===== config.mk =====
export PLATFORM = sky130hd
export DESIGN_NAME = sps_sram_port
export DESIGN_NICKNAME = d
export VERILOG_FILES = /design/src/design/sps_pkg.sv /design/src/design/sps_sram_port.sv
export SDC_FILE = /design/constraint.sdc
export NUM_CORES = 2
export LEC_CHECK = 0
export BUFFER_PORTS_ARGS = -buffer_cell sky130_fd_sc_hd__buf_2
export CAP_MARGIN = 30
export CORE_MARGIN = 10
export CORE_UTILIZATION = 55
export CTS_CLUSTER_SIZE = 24
export DETAILED_ROUTE_END_ITERATION = 16
export PLACE_DENSITY = 0.8
export SYNTH_ARGS = -nofsm -noshare
export SYNTH_HDL_FRONTEND = slang
export SYNTH_SLANG_ARGS = --single-unit

===== constraint.sdc =====
create_clock -name CLK_SYS -period 3.6 [get_ports CLK_SYS]
set_input_delay 0.18 -clock CLK_SYS [delete_from_list [all_inputs] [get_ports CLK_SYS]]
set_output_delay 0.18 -clock CLK_SYS [all_outputs]
set_load 0.01 [all_outputs]

===== src/design/sps_pkg.sv =====
// Shared constants and carrier types for the pipelined synchronous SRAM port
package sps_pkg;

    // Pin widths
    localparam int ADDR_W = 19;
    localparam int LANE_W = 9;
    localparam int BW_W = 2;
    localparam int DATA_W = 18;

    // Local storage: index width of the flip-flop array
    localparam int MEM_AW = 6;

    // Write buffer depth, power of two
    localparam int BUF_DEPTH = 32;

    // Burst counter values
    localparam logic [1:0] STEP_ZERO = 2'h0;
    localparam logic [1:0] STEP_ONE = 2'h1;

    // Reset values of synchronised asynchronous inputs
    localparam logic OE_N_RST = 1'b1;
    localparam logic SLEEP_RST = 1'b0;
    localparam logic ORDER_RST = 1'b1;

    // Burst sequencer states, one-hot
    typedef enum logic [1:0] {
        ST_IDLE = 2'b01,
        ST_BURST = 2'b10
    } sps_burst_t;

    // One accepted command travelling down the pipeline
    typedef struct packed {
        logic vld;
        logic wr;
        logic [ADDR_W-1:0] addr;
        logic [BW_W-1:0] bw_n;
    } sps_cmd_t;

    // One captured write waiting for the storage array
    typedef struct packed {
        logic [ADDR_W-1:0] addr;
        logic [BW_W-1:0] bw_n;
        logic [DATA_W-1:0] data;
    } sps_wr_t;

    localparam sps_cmd_t CMD_IDLE = '0;

endpackage


===== src/design/sps_sram_port.sv =====
// Pipelined synchronous SRAM device port: syncs, write buffer and top level
`timescale 1ns/1ps

// Three-flop synchroniser; output moves once stages two and three agree
module sps_sync #(
    parameter logic RST_VAL = 1'b0
) (
    input wire logic clk,
    input wire logic rst,
    input wire logic d,
    output logic q
);
    logic s1_reg;
    logic s2_reg;
    logic s3_reg;
    logic q_reg;

    // Shift chain; first stage feeds only the second
    always_ff @(posedge clk)
    begin
        if (rst)
        begin
            s1_reg <= RST_VAL;
            s2_reg <= RST_VAL;
            s3_reg <= RST_VAL;
            q_reg <= RST_VAL;
        end
        else
        begin
            s1_reg <= d;
            s2_reg <= s1_reg;
            s3_reg <= s2_reg;
            q_reg <= (s2_reg == s3_reg) ? s3_reg : q_reg; // Ignores a level seen only once
        end
    end

    assign q = q_reg;
endmodule

// Flop-based FIFO; depth must be a power of two so pointers wrap freely
module sps_fifo #(
    parameter int W = 8,
    parameter int D = 32
) (
    input wire logic clk,
    input wire logic rst,
    input wire logic in_valid,
    output logic in_ready,
    input wire logic [W-1:0] in_data,
    output logic out_valid,
    input wire logic out_ready,
    output logic [W-1:0] out_data
);
    localparam int AW = $clog2(D);
    localparam logic [AW:0] FULL_CNT = (AW+1)'(D);

    logic [W-1:0] mem [D];
    logic [AW-1:0] wp_reg;
    logic [AW-1:0] rp_reg;
    logic [AW:0] cnt_reg;
    logic push;
    logic pop;

    // Handshake decode
    assign in_ready = cnt_reg != FULL_CNT;
    assign out_valid = cnt_reg != '0;
    assign out_data = mem[rp_reg];
    assign push = in_valid && in_ready;
    assign pop = out_valid && out_ready;

    // Pointers and fill count
    always_ff @(posedge clk)
    begin
        if (rst)
        begin
            wp_reg <= '0;
            rp_reg <= '0;
            cnt_reg <= '0;
        end
        else
        begin
            wp_reg <= wp_reg + AW'(push);
            rp_reg <= rp_reg + AW'(pop);
            cnt_reg <= cnt_reg + (AW+1)'(push) - (AW+1)'(pop);
        end
    end

    // Storage, no reset needed
    always_ff @(posedge clk)
    begin
        if (push)
        begin
            mem[wp_reg] <= in_data;
        end
    end
endmodule

// How it works
// RULE1: Read/write level sampled at load fixes direction for the whole burst.
// RULE2: Data for an accepted cycle moves exactly two rising edges after the command.
// RULE3: Everything except output enable, sleep and burst order follows the rising edge.
// RULE4: Any chip select inactive with advance/load low starts a deselect cycle.
// RULE5: Data pins go high impedance two cycles after a deselect starts.
// RULE6: Second chip select is active high; all three must be active to select.
// RULE7: Read data drives only while output enable is low.
// RULE8: Controller may hold output enable low; turnaround is handled inside.
// RULE9: Advance/load low while selected captures new address and controls.
// RULE10: Advance/load high steps the burst counter of a running burst.
// RULE11: Address and read/write select are ignored while advance/load is high.
// RULE12: Burst order high selects interleaved, low selects linear sequence.
// RULE13: Controller keeps burst order static during operation.
// RULE14: Sleep input high puts the device in low-power standby.
// RULE15: Controller keeps sleep low for normal operation.
// RULE16: Write and read data pass registers per nine-bit byte lane.
// RULE17: Clock gate high freezes all inputs, outputs and internal state. Here lane enables, sleep status, buffer ready and the syncs still update.
// RULE18: Byte write enables sampled on every write cycle, applied two cycles later.
// RULE19: The two low address bits preload the burst counter start.
// RULE20: After the fourth address the counter wraps and keeps counting.
// RULE21: Deselect ends a burst but pipelined transfers still complete.
// RULE22: A burst is four data cycles from one loaded address.
module sps_sram_port
    import sps_pkg::*;
(
    // Clock and reset
    input wire logic CLK_SYS,
    input wire logic SYS_RST,
    // Command pins
    input wire logic [ADDR_W-1:0] ADDR,
    input wire logic READ_WRITE_N,
    input wire logic CHIP_SEL_FIRST_N,
    input wire logic CHIP_SEL_SECOND_HI,
    input wire logic CHIP_SEL_THIRD_N,
    input wire logic ADVANCE_LOAD_N,
    input wire logic CLOCK_GATE_N,
    input wire logic [BW_W-1:0] BYTE_WRITE_EN_N,
    // Asynchronous and static pins
    input wire logic OUT_EN_N,
    input wire logic BURST_ORDER,
    input wire logic SLEEP_REQ,
    // Byte lane a
    input wire logic [LANE_W-1:0] BYTE_LANE_A_IN,
    output logic [LANE_W-1:0] BYTE_LANE_A_OUT,
    output logic BYTE_LANE_A_OE,
    // Byte lane b
    input wire logic [LANE_W-1:0] BYTE_LANE_B_IN,
    output logic [LANE_W-1:0] BYTE_LANE_B_OUT,
    output logic BYTE_LANE_B_OE,
    // Status
    output logic SLEEP_ACTIVE,
    output logic WRITE_BUF_READY
);
    sps_burst_t st_reg;
    sps_burst_t st_next;
    logic [ADDR_W-1:0] base_reg;
    logic [ADDR_W-1:0] base_next;
    logic [1:0] start_reg;
    logic [1:0] start_next;
    logic [1:0] step_reg;
    logic [1:0] step_next;
    logic wr_reg;
    logic wr_next;
    sps_cmd_t s1_reg;
    sps_cmd_t s1_next;
    sps_cmd_t s2_reg;
    logic [DATA_W-1:0] rd_reg;
    logic [DATA_W-1:0] rd_next;
    logic drive_reg;
    logic drive_next;
    logic lane_oe_reg;
    logic sleep_reg;
    logic buf_rdy_reg;
    logic [DATA_W-1:0] store [2**MEM_AW];

    logic oe_n_q;
    logic sleep_q;
    logic order_q;
    logic run;
    logic sel;
    logic load;
    logic start;
    logic advance;
    logic [1:0] step_inc;
    logic [1:0] burst_lo;
    logic [ADDR_W-1:0] burst_addr;
    sps_wr_t wr_in;
    sps_wr_t head;
    logic push_vld;
    logic buf_in_rdy;
    logic head_vld;
    logic drain;
    logic head_hit;
    logic [MEM_AW-1:0] rd_idx;
    logic [DATA_W-1:0] rd_raw;

    // Asynchronous and static inputs
    sps_sync #(.RST_VAL(OE_N_RST)) u_oe_sync (
        .clk(CLK_SYS),
        .rst(SYS_RST),
        .d(OUT_EN_N),
        .q(oe_n_q)
    );
    sps_sync #(.RST_VAL(SLEEP_RST)) u_sleep_sync (
        .clk(CLK_SYS),
        .rst(SYS_RST),
        .d(SLEEP_REQ),
        .q(sleep_q)
    );
    sps_sync #(.RST_VAL(ORDER_RST)) u_order_sync (
        .clk(CLK_SYS),
        .rst(SYS_RST),
        .d(BURST_ORDER),
        .q(order_q)
    );

    // Command decode; a sleeping device accepts no new access
    assign run = !CLOCK_GATE_N; // RULE17
    assign sel = !CHIP_SEL_FIRST_N && CHIP_SEL_SECOND_HI && !CHIP_SEL_THIRD_N; // RULE6
    assign load = !ADVANCE_LOAD_N;
    assign start = load && sel && !sleep_q; // RULE9
    assign advance = !load && st_reg == ST_BURST; // RULE10

    // Burst address generation
    assign step_inc = step_reg + STEP_ONE; // RULE20
    assign burst_lo = order_q ? (start_reg ^ step_inc) : (start_reg + step_inc); // RULE12
    assign burst_addr = {base_reg[ADDR_W-1:2], burst_lo}; // RULE22

    // Burst sequencer and stage-one command
    always_comb
    begin
        st_next = st_reg;
        base_next = base_reg;
        start_next = start_reg;
        step_next = step_reg;
        wr_next = wr_reg;
        s1_next = CMD_IDLE;
        unique case (st_reg)
            ST_IDLE: st_next = start ? ST_BURST : ST_IDLE;
            ST_BURST: st_next = (load && !start) ? ST_IDLE : ST_BURST; // RULE4 RULE21
        endcase
        if (start)
        begin
            base_next = ADDR;
            start_next = ADDR[1:0]; // RULE19
            step_next = STEP_ZERO;
            wr_next = !READ_WRITE_N; // RULE1
            s1_next.vld = 1'b1;
            s1_next.wr = !READ_WRITE_N;
            s1_next.addr = ADDR;
            s1_next.bw_n = BYTE_WRITE_EN_N; // RULE18
        end
        else if (advance)
        begin
            step_next = step_inc; // RULE10 RULE20
            s1_next.vld = 1'b1;
            s1_next.wr = wr_reg; // RULE11 RULE1
            s1_next.addr = burst_addr;
            s1_next.bw_n = BYTE_WRITE_EN_N; // RULE18
        end
    end

    // Command pipeline; clock gate holds every stage
    always_ff @(posedge CLK_SYS)
    begin
        if (SYS_RST)
        begin
            st_reg <= ST_IDLE;
            base_reg <= '0;
            start_reg <= STEP_ZERO;
            step_reg <= STEP_ZERO;
            wr_reg <= 1'b0;
            s1_reg <= CMD_IDLE;
            s2_reg <= CMD_IDLE;
        end
        else if (run) // RULE17 RULE3
        begin
            st_reg <= st_next;
            base_reg <= base_next;
            start_reg <= start_next;
            step_reg <= step_next;
            wr_reg <= wr_next;
            s1_reg <= s1_next;
            s2_reg <= s1_reg; // RULE2
        end
    end

    // Write capture two edges after the command
    assign push_vld = run && s2_reg.vld && s2_reg.wr; // RULE2 RULE18
    assign wr_in.addr = s2_reg.addr;
    assign wr_in.bw_n = s2_reg.bw_n;
    assign wr_in.data = {BYTE_LANE_B_IN, BYTE_LANE_A_IN}; // RULE16

    // Drain stalls in sleep and under clock gate, so the buffer can fill
    assign drain = run && !sleep_q; // RULE14

    sps_fifo #(.W($bits(sps_wr_t)), .D(BUF_DEPTH)) u_wbuf (
        .clk(CLK_SYS),
        .rst(SYS_RST),
        .in_valid(push_vld),
        .in_ready(buf_in_rdy),
        .in_data(wr_in),
        .out_valid(head_vld),
        .out_ready(drain),
        .out_data(head)
    );

    // Storage array update, per byte lane
    always_ff @(posedge CLK_SYS)
    begin
        for (int i = 0; i < BW_W; i++)
        begin
            if (head_vld && drain && !head.bw_n[i])
            begin
                store[head.addr[MEM_AW-1:0]][i*LANE_W +: LANE_W] <= head.data[i*LANE_W +: LANE_W];
            end
        end
    end

    // Read lookup; the buffer head is forwarded because it is not yet in the array.
    // Without stalls the buffer holds at most one entry, so the head is enough.
    assign rd_idx = s2_reg.addr[MEM_AW-1:0];
    assign rd_raw = store[rd_idx];
    assign head_hit = head_vld && head.addr[MEM_AW-1:0] == rd_idx;

    always_comb
    begin
        rd_next = rd_reg;
        drive_next = drive_reg;
        if (run)
        begin
            drive_next = s2_reg.vld && !s2_reg.wr && !sleep_q; // RULE5 RULE21
            for (int i = 0; i < BW_W; i++)
            begin
                rd_next[i*LANE_W +: LANE_W] = (head_hit && !head.bw_n[i]) ?
                    head.data[i*LANE_W +: LANE_W] : rd_raw[i*LANE_W +: LANE_W];
            end
        end
    end

    // Output registers; enable follows output-enable every edge
    always_ff @(posedge CLK_SYS)
    begin
        if (SYS_RST)
        begin
            rd_reg <= '0;
            drive_reg <= 1'b0;
            lane_oe_reg <= 1'b0;
            sleep_reg <= 1'b0;
            buf_rdy_reg <= 1'b0;
        end
        else
        begin
            rd_reg <= rd_next; // RULE16
            drive_reg <= drive_next;
            lane_oe_reg <= drive_next && !oe_n_q && !sleep_q; // RULE7 RULE14
            sleep_reg <= sleep_q; // RULE14
            buf_rdy_reg <= buf_in_rdy;
        end
    end

    // Pin drivers
    assign BYTE_LANE_A_OUT = rd_reg[LANE_W-1:0];
    assign BYTE_LANE_B_OUT = rd_reg[DATA_W-1:LANE_W];
    assign BYTE_LANE_A_OE = lane_oe_reg;
    assign BYTE_LANE_B_OE = lane_oe_reg;
    assign SLEEP_ACTIVE = sleep_reg;
    assign WRITE_BUF_READY = buf_rdy_reg;
endmodule


Word-level counts from Yosys, hierarchy flattened
Memories as Yosys holds them, arrays and structs flattened. A register that Yosys moved wholly into a read port is not among the register bits.
Index checks and enable logic that the tools add are counted.
Widths: inputs -> output; s select.

storage, ports and cells
  flip-flop bits (word level) = 122
  logic and storage cells = 105
  input port bits = 50
  memories kept = 2
  memory bits (writable) = 2400
  output and inout port bits = 22

operators by class
  multiplexer cells = 20
  equality and inequality tests = 7
  bitwise gates (word level) = 2
  reduce and logical (&&, ||, !) cells = 35
  add/subtract/negate cells = 6

memories
  name        depth  bits a word  rd ports  clocked after memory_dff  write ports  line                  text
  u_wbuf.mem  32     39           1         1                         1            sps_sram_port.sv:57   logic [W-1:0] mem [D];
  store       64     18           1         1                         1            sps_sram_port.sv:172  logic [DATA_W-1:0] store [2**MEM_AW];

operators by type and width
  operator             number
  $mux 23              2
  $logic_and 1x1->1    20
  $mux 9               2
  $mux 6               2
  $logic_not 1->1      11
  $add 5x1->5          2
  $mux 2               5
  $mux 1               7
  $add 6x1->6          1
  $eq 6x6->1           1
  $ne 6x6->1 const B   1
  $reduce_bool 6->1    1
  $sub 6x1->6          1
  $mux 5               1
  $pmux 2 s2           1
  $reduce_and 2->1     2
  $eq 1x1->1           3
  $add 2x1->2 const B  1
  $add 2x2->2          1
  $eq 2x1->1 const B   1
  $eq 2x2->1 const B   1
  $reduce_bool 2->1    1
  $xor 2x2->2          1
  $not 1->1            1

Logic depth before layout (Yosys ltp)
  depth after elaboration = 9
  mapped depth = 15
  mapped depth without buffers = 13

Modules after synthesis
Synthesis repeated with hierarchy kept, for this count alone.

unflattened totals
  cells, all modules = 4826
  area total of the unflattened synthesis = 97019.3 sq um

modules (own cells, without submodules)
  module                    seq. area each (sq um)  cells each  times used  area an instance (sq um)
  sps_sram_port             36555.1                 2622        1           48612.9
  sps_fifo                  37796.2                 2174        1           48063.6
  sps_sync (u_oe_sync ...)  80.1                    10          2           115.1
  sps_sync (u_sleep_sync)   80.1                    10          1           112.6

Worst setup path before layout
Ideal clock, no wire load.

  path type = flip-flop to flip-flop
  start point = register, netlist name u_wbuf.rp_reg[0]
  end point = register rd_reg[3]
  clock period less this slack = 3496 ps
  cell stages (with the launch flop) = 12
  buffers on the path = 6
  setup time = 120 ps
  required time = 3480 ps
  data arrival time = 3376 ps
  slack = 104 ps
  cell sequence = dfxtp_1 buf_6 buf_12 buf_12 buf_8 buf_2 buf_2 mux4_2 mux4_2 mux2_2 nor3b_1 o31a_1

RTL lines
  element               line                  text
  end signal, assigned  sps_sram_port.sv:352  rd_reg <= rd_next;
  end, declared         sps_sram_port.sv:165  logic [DATA_W-1:0] rd_reg;

==> metrics <==
Nets=around 4000; detailed-route via count=39600; Crit path max-delay family=multiplexers; crit path time final=3.52 ns; slew margin rel.=0.262; 1st-pass router iterations=6; Yosys reg bits=a little over 2000; diode count=0; Synth cell types=between 60 and 70; Total GRT Usage=0.245; Crit path arrival time=approximately 4.1 ns; total negative slack=0 ns; Async SR Flop Fraction=0; # fillers=about 8700; final hold violations=0; dpl hpwl=roughly 110 mm; Avg Inst Size Synth=~23 um^2; worst-path cell chain=buf_12 > mux4_1 > mux4_2 > a21oi_1 > and3_1 > nand2_1 > nor2_1 > buf_4; most frequent cells in the layout=edfxtp_1 (1984), mux4_2 (591), buf_4 (305); CTS tree=built; post-synthesis cell area=approximately 0.080 mm^2; total die area=0.161 mm^2; Crit-path slowest cell=mux4_1; Critical Path End Type=flop; count of input and output buffers=58; Final GP Congestion=slightly above 0.8; CP peak stage delay=~0.58 ns; fmax=around 280 MHz; Finish-stage setup viols=0; crit path kind=reg2reg; Hold Crit Class=in2reg; Final Cycle Share=0.978; initial core utilization=0.555; clk root buf=clkbuf_16; Worst-Skew Late Latency=approximately 0.84 ns; Synth Flop Type=edfxtp_1; clock buffer depth=3; clk sinks=between 2000 and 2500; Gate Count Post-Synth=3484; layout cells sized above 1=0.337; commonest non-fill, non-tap cell in the layout=edfxtp_1; grt ovf=0; Worst Path Max Fanout=15; Post-Route WL=roughly 200 mm; Endpoint, Worst Hold=step_reg[0]$_SDFFE_PP0P_; Yosys Warn Count=0; skew final=around 0.030 ns; RSZ-0062 raised after global routing=false; final worst slack=between 0.08 and 0.09 ns; ANT nets after route=0; type of origin of the critical path=flop; Overall Power=between 50000 and 60000 uW; antenna violations before repair=7; hold path depth=5; vias in the first global route=slightly above 40000; Power per Cell Area=~600 mW/mm^2; status=completed; WL/cell=32.8 um; Max Cap Viol=0; P&R area growth vs syn=15.5%; pre-CTS setup slack=-0.0354 ns; r2r setup slk=0.08 ns; worst-margin pin slew=roughly 1.1 ns; H-tree level count=4; # IOs=72; DRC violations left=0; Syn Nets=3549; worst hold slack=roughly 0.053 ns; largest net degree at the start of global routing=between 80 and 90; Worst Reg-to-Reg Cells=8; Seq/Total Area, Yosys=0.769; VDD IR max=roughly 0.43 mV; initial DRC count=between 5000 and 6000; Clock transition at path regs=around 0.06 ns; CP Buf/Inv Count=2; drt via density=~6.6; Final Max Tran Viols=0; row count=~140; static leakage=between 0.02 and 0.03 uW; CTS buffer count=roughly 200; Post-synth EDFFs=just under 2000; Critical Path RT=a little over 4 ns; Hold Path Origin=ADVANCE_LOAD_N; Die Y=401 um; Die Width=401 um; Reg-to-Reg Start=u_wbuf.rp_reg[0]$_SDFF_PP0_; max FFs per register=1152; first-pass GRT wire length=about 290 mm; Crit Reg-Reg Endpoint=store[16][0]$_DFFE_PP_; core area=0.144 mm^2
-- kinds of logic (layout without fill, tap and decap cells) --
family                   count (synthesis)  after routing  synth area share
XOR/XNOR                                17             17           0.00187
AND/OR/NAND/NOR                        334            334            0.0189
AO/OA/AOI/OAI                          141            141            0.0135
adder cells (fa/ha/maj)                 15             15           0.00245
buffers and inverters                  236            878            0.0136
flip-flops                            2071           2071             0.769
multiplexers                           670            670             0.181
-- where the power goes --
part	switching, uW	total (uW)	internal [uW]
Clock	8920	20400	11500
Sequential	131	28000	27800
Combinational	4130	6680	2560
-- metrics by stage --
stage / utilization / instances / area, um^2
2_1_floorplan: - / 3484 / 79800
3_3_place_gp: 0.593 / 5617 / 85300
3_5_place_dp: 0.593 / 5617 / 85300
4_1_cts: 0.640 / 6025 / 92100
5_1_grt: 0.641 / 6029 / 92100
6_report: 0.641 / 6029 / 92100
-- per-layer routing --
metal / vias up / wire length [um] / track usage
li1: 15700 / - / -
met1: 20900 / 69200 / 0.310
met2: 2566 / 101000 / 0.413
met3: 490 / 18900 / 0.0503
met4: 6 / 8080 / 0.100
met5: - / 34 / 0
-- tightest hold or removal path: cells and delay by family --
family,cells,cell delay [ns]
AO/OA/AOI/OAI,1,0.06
buffers and inverters,2,0.30
AND/OR/NAND/NOR,2,0.29
-- synth_stat cells, types with 9 or more instances --
library cell  number  share of area
nor2b_1           21         0.0016
mux2_2            20         0.0028
clkbuf_1          89         0.0042
inv_1             48         0.0023
o21ai_0           23         0.0014
o22ai_1            9        0.00071
xnor2_1           11         0.0012
buf_4             15         0.0014
ha_1              14         0.0022
buf_1             37         0.0017
edfxtp_1        1984           0.75
nand2_1           51         0.0024
nor2_1           203         0.0096
buf_2             35         0.0022
o31a_1            13         0.0014
a21oi_1           28         0.0018
dfxtp_1           87          0.022
a221oi_2          11         0.0021
mux4_2           591           0.17
mux4_1            17         0.0056
mux2i_1           41         0.0051
-- worst max-delay path by stage --
| stage | start | to | slack, ns | depth (start not counted) |
|---|---|---|---|---|
| floorplan | u_wbuf.rp_reg[0]$_SDFF_PP0_ | rd_reg[3]$_SDFFE_PP0N_ | 0.10 | 11 |
| global placement | u_wbuf.rp_reg[0]$_SDFF_PP0_ | store[54][5]$_DFFE_PP_ | -0.00003 | 9 |
| detailed placement | u_wbuf.rp_reg[0]$_SDFF_PP0_ | store[33][12]$_DFFE_PP_ | -0.04 | 9 |
| CTS | u_wbuf.rp_reg[1]$_SDFF_PP0_ | store[7][2]$_DFFE_PP_ | 0.005 | 9 |
| global route | u_wbuf.rp_reg[0]$_SDFF_PP0_ | rd_reg[12]$_SDFFE_PP0N_ | 0.004 | 10 |
| finish | u_wbuf.rp_reg[0]$_SDFF_PP0_ | store[16][0]$_DFFE_PP_ | 0.08 | 8 |
-- timing repair --
action,CTS,global route
gates resized for setup,4,6
buffers inserted,5,4
pin swaps,0,1
setup endpoints to repair,354,585
hold buffers,43,0
endpoints found under the hold margin,638,0
-- layout make-up --
cell class                      count  area, um^2  share of cell area
Inverter                           50         188             0.00204
Multi-Input combinational cell   1177       17600               0.191
Clock buffer                      255        5200              0.0564
Clock inverter                    105        1110              0.0121
Sequential cell                  2071       61300               0.666
Timing Repair Buffer              468        4270              0.0463
Tap cell                         1903        2380              0.0258
Power figures use the tool's default switching activity.
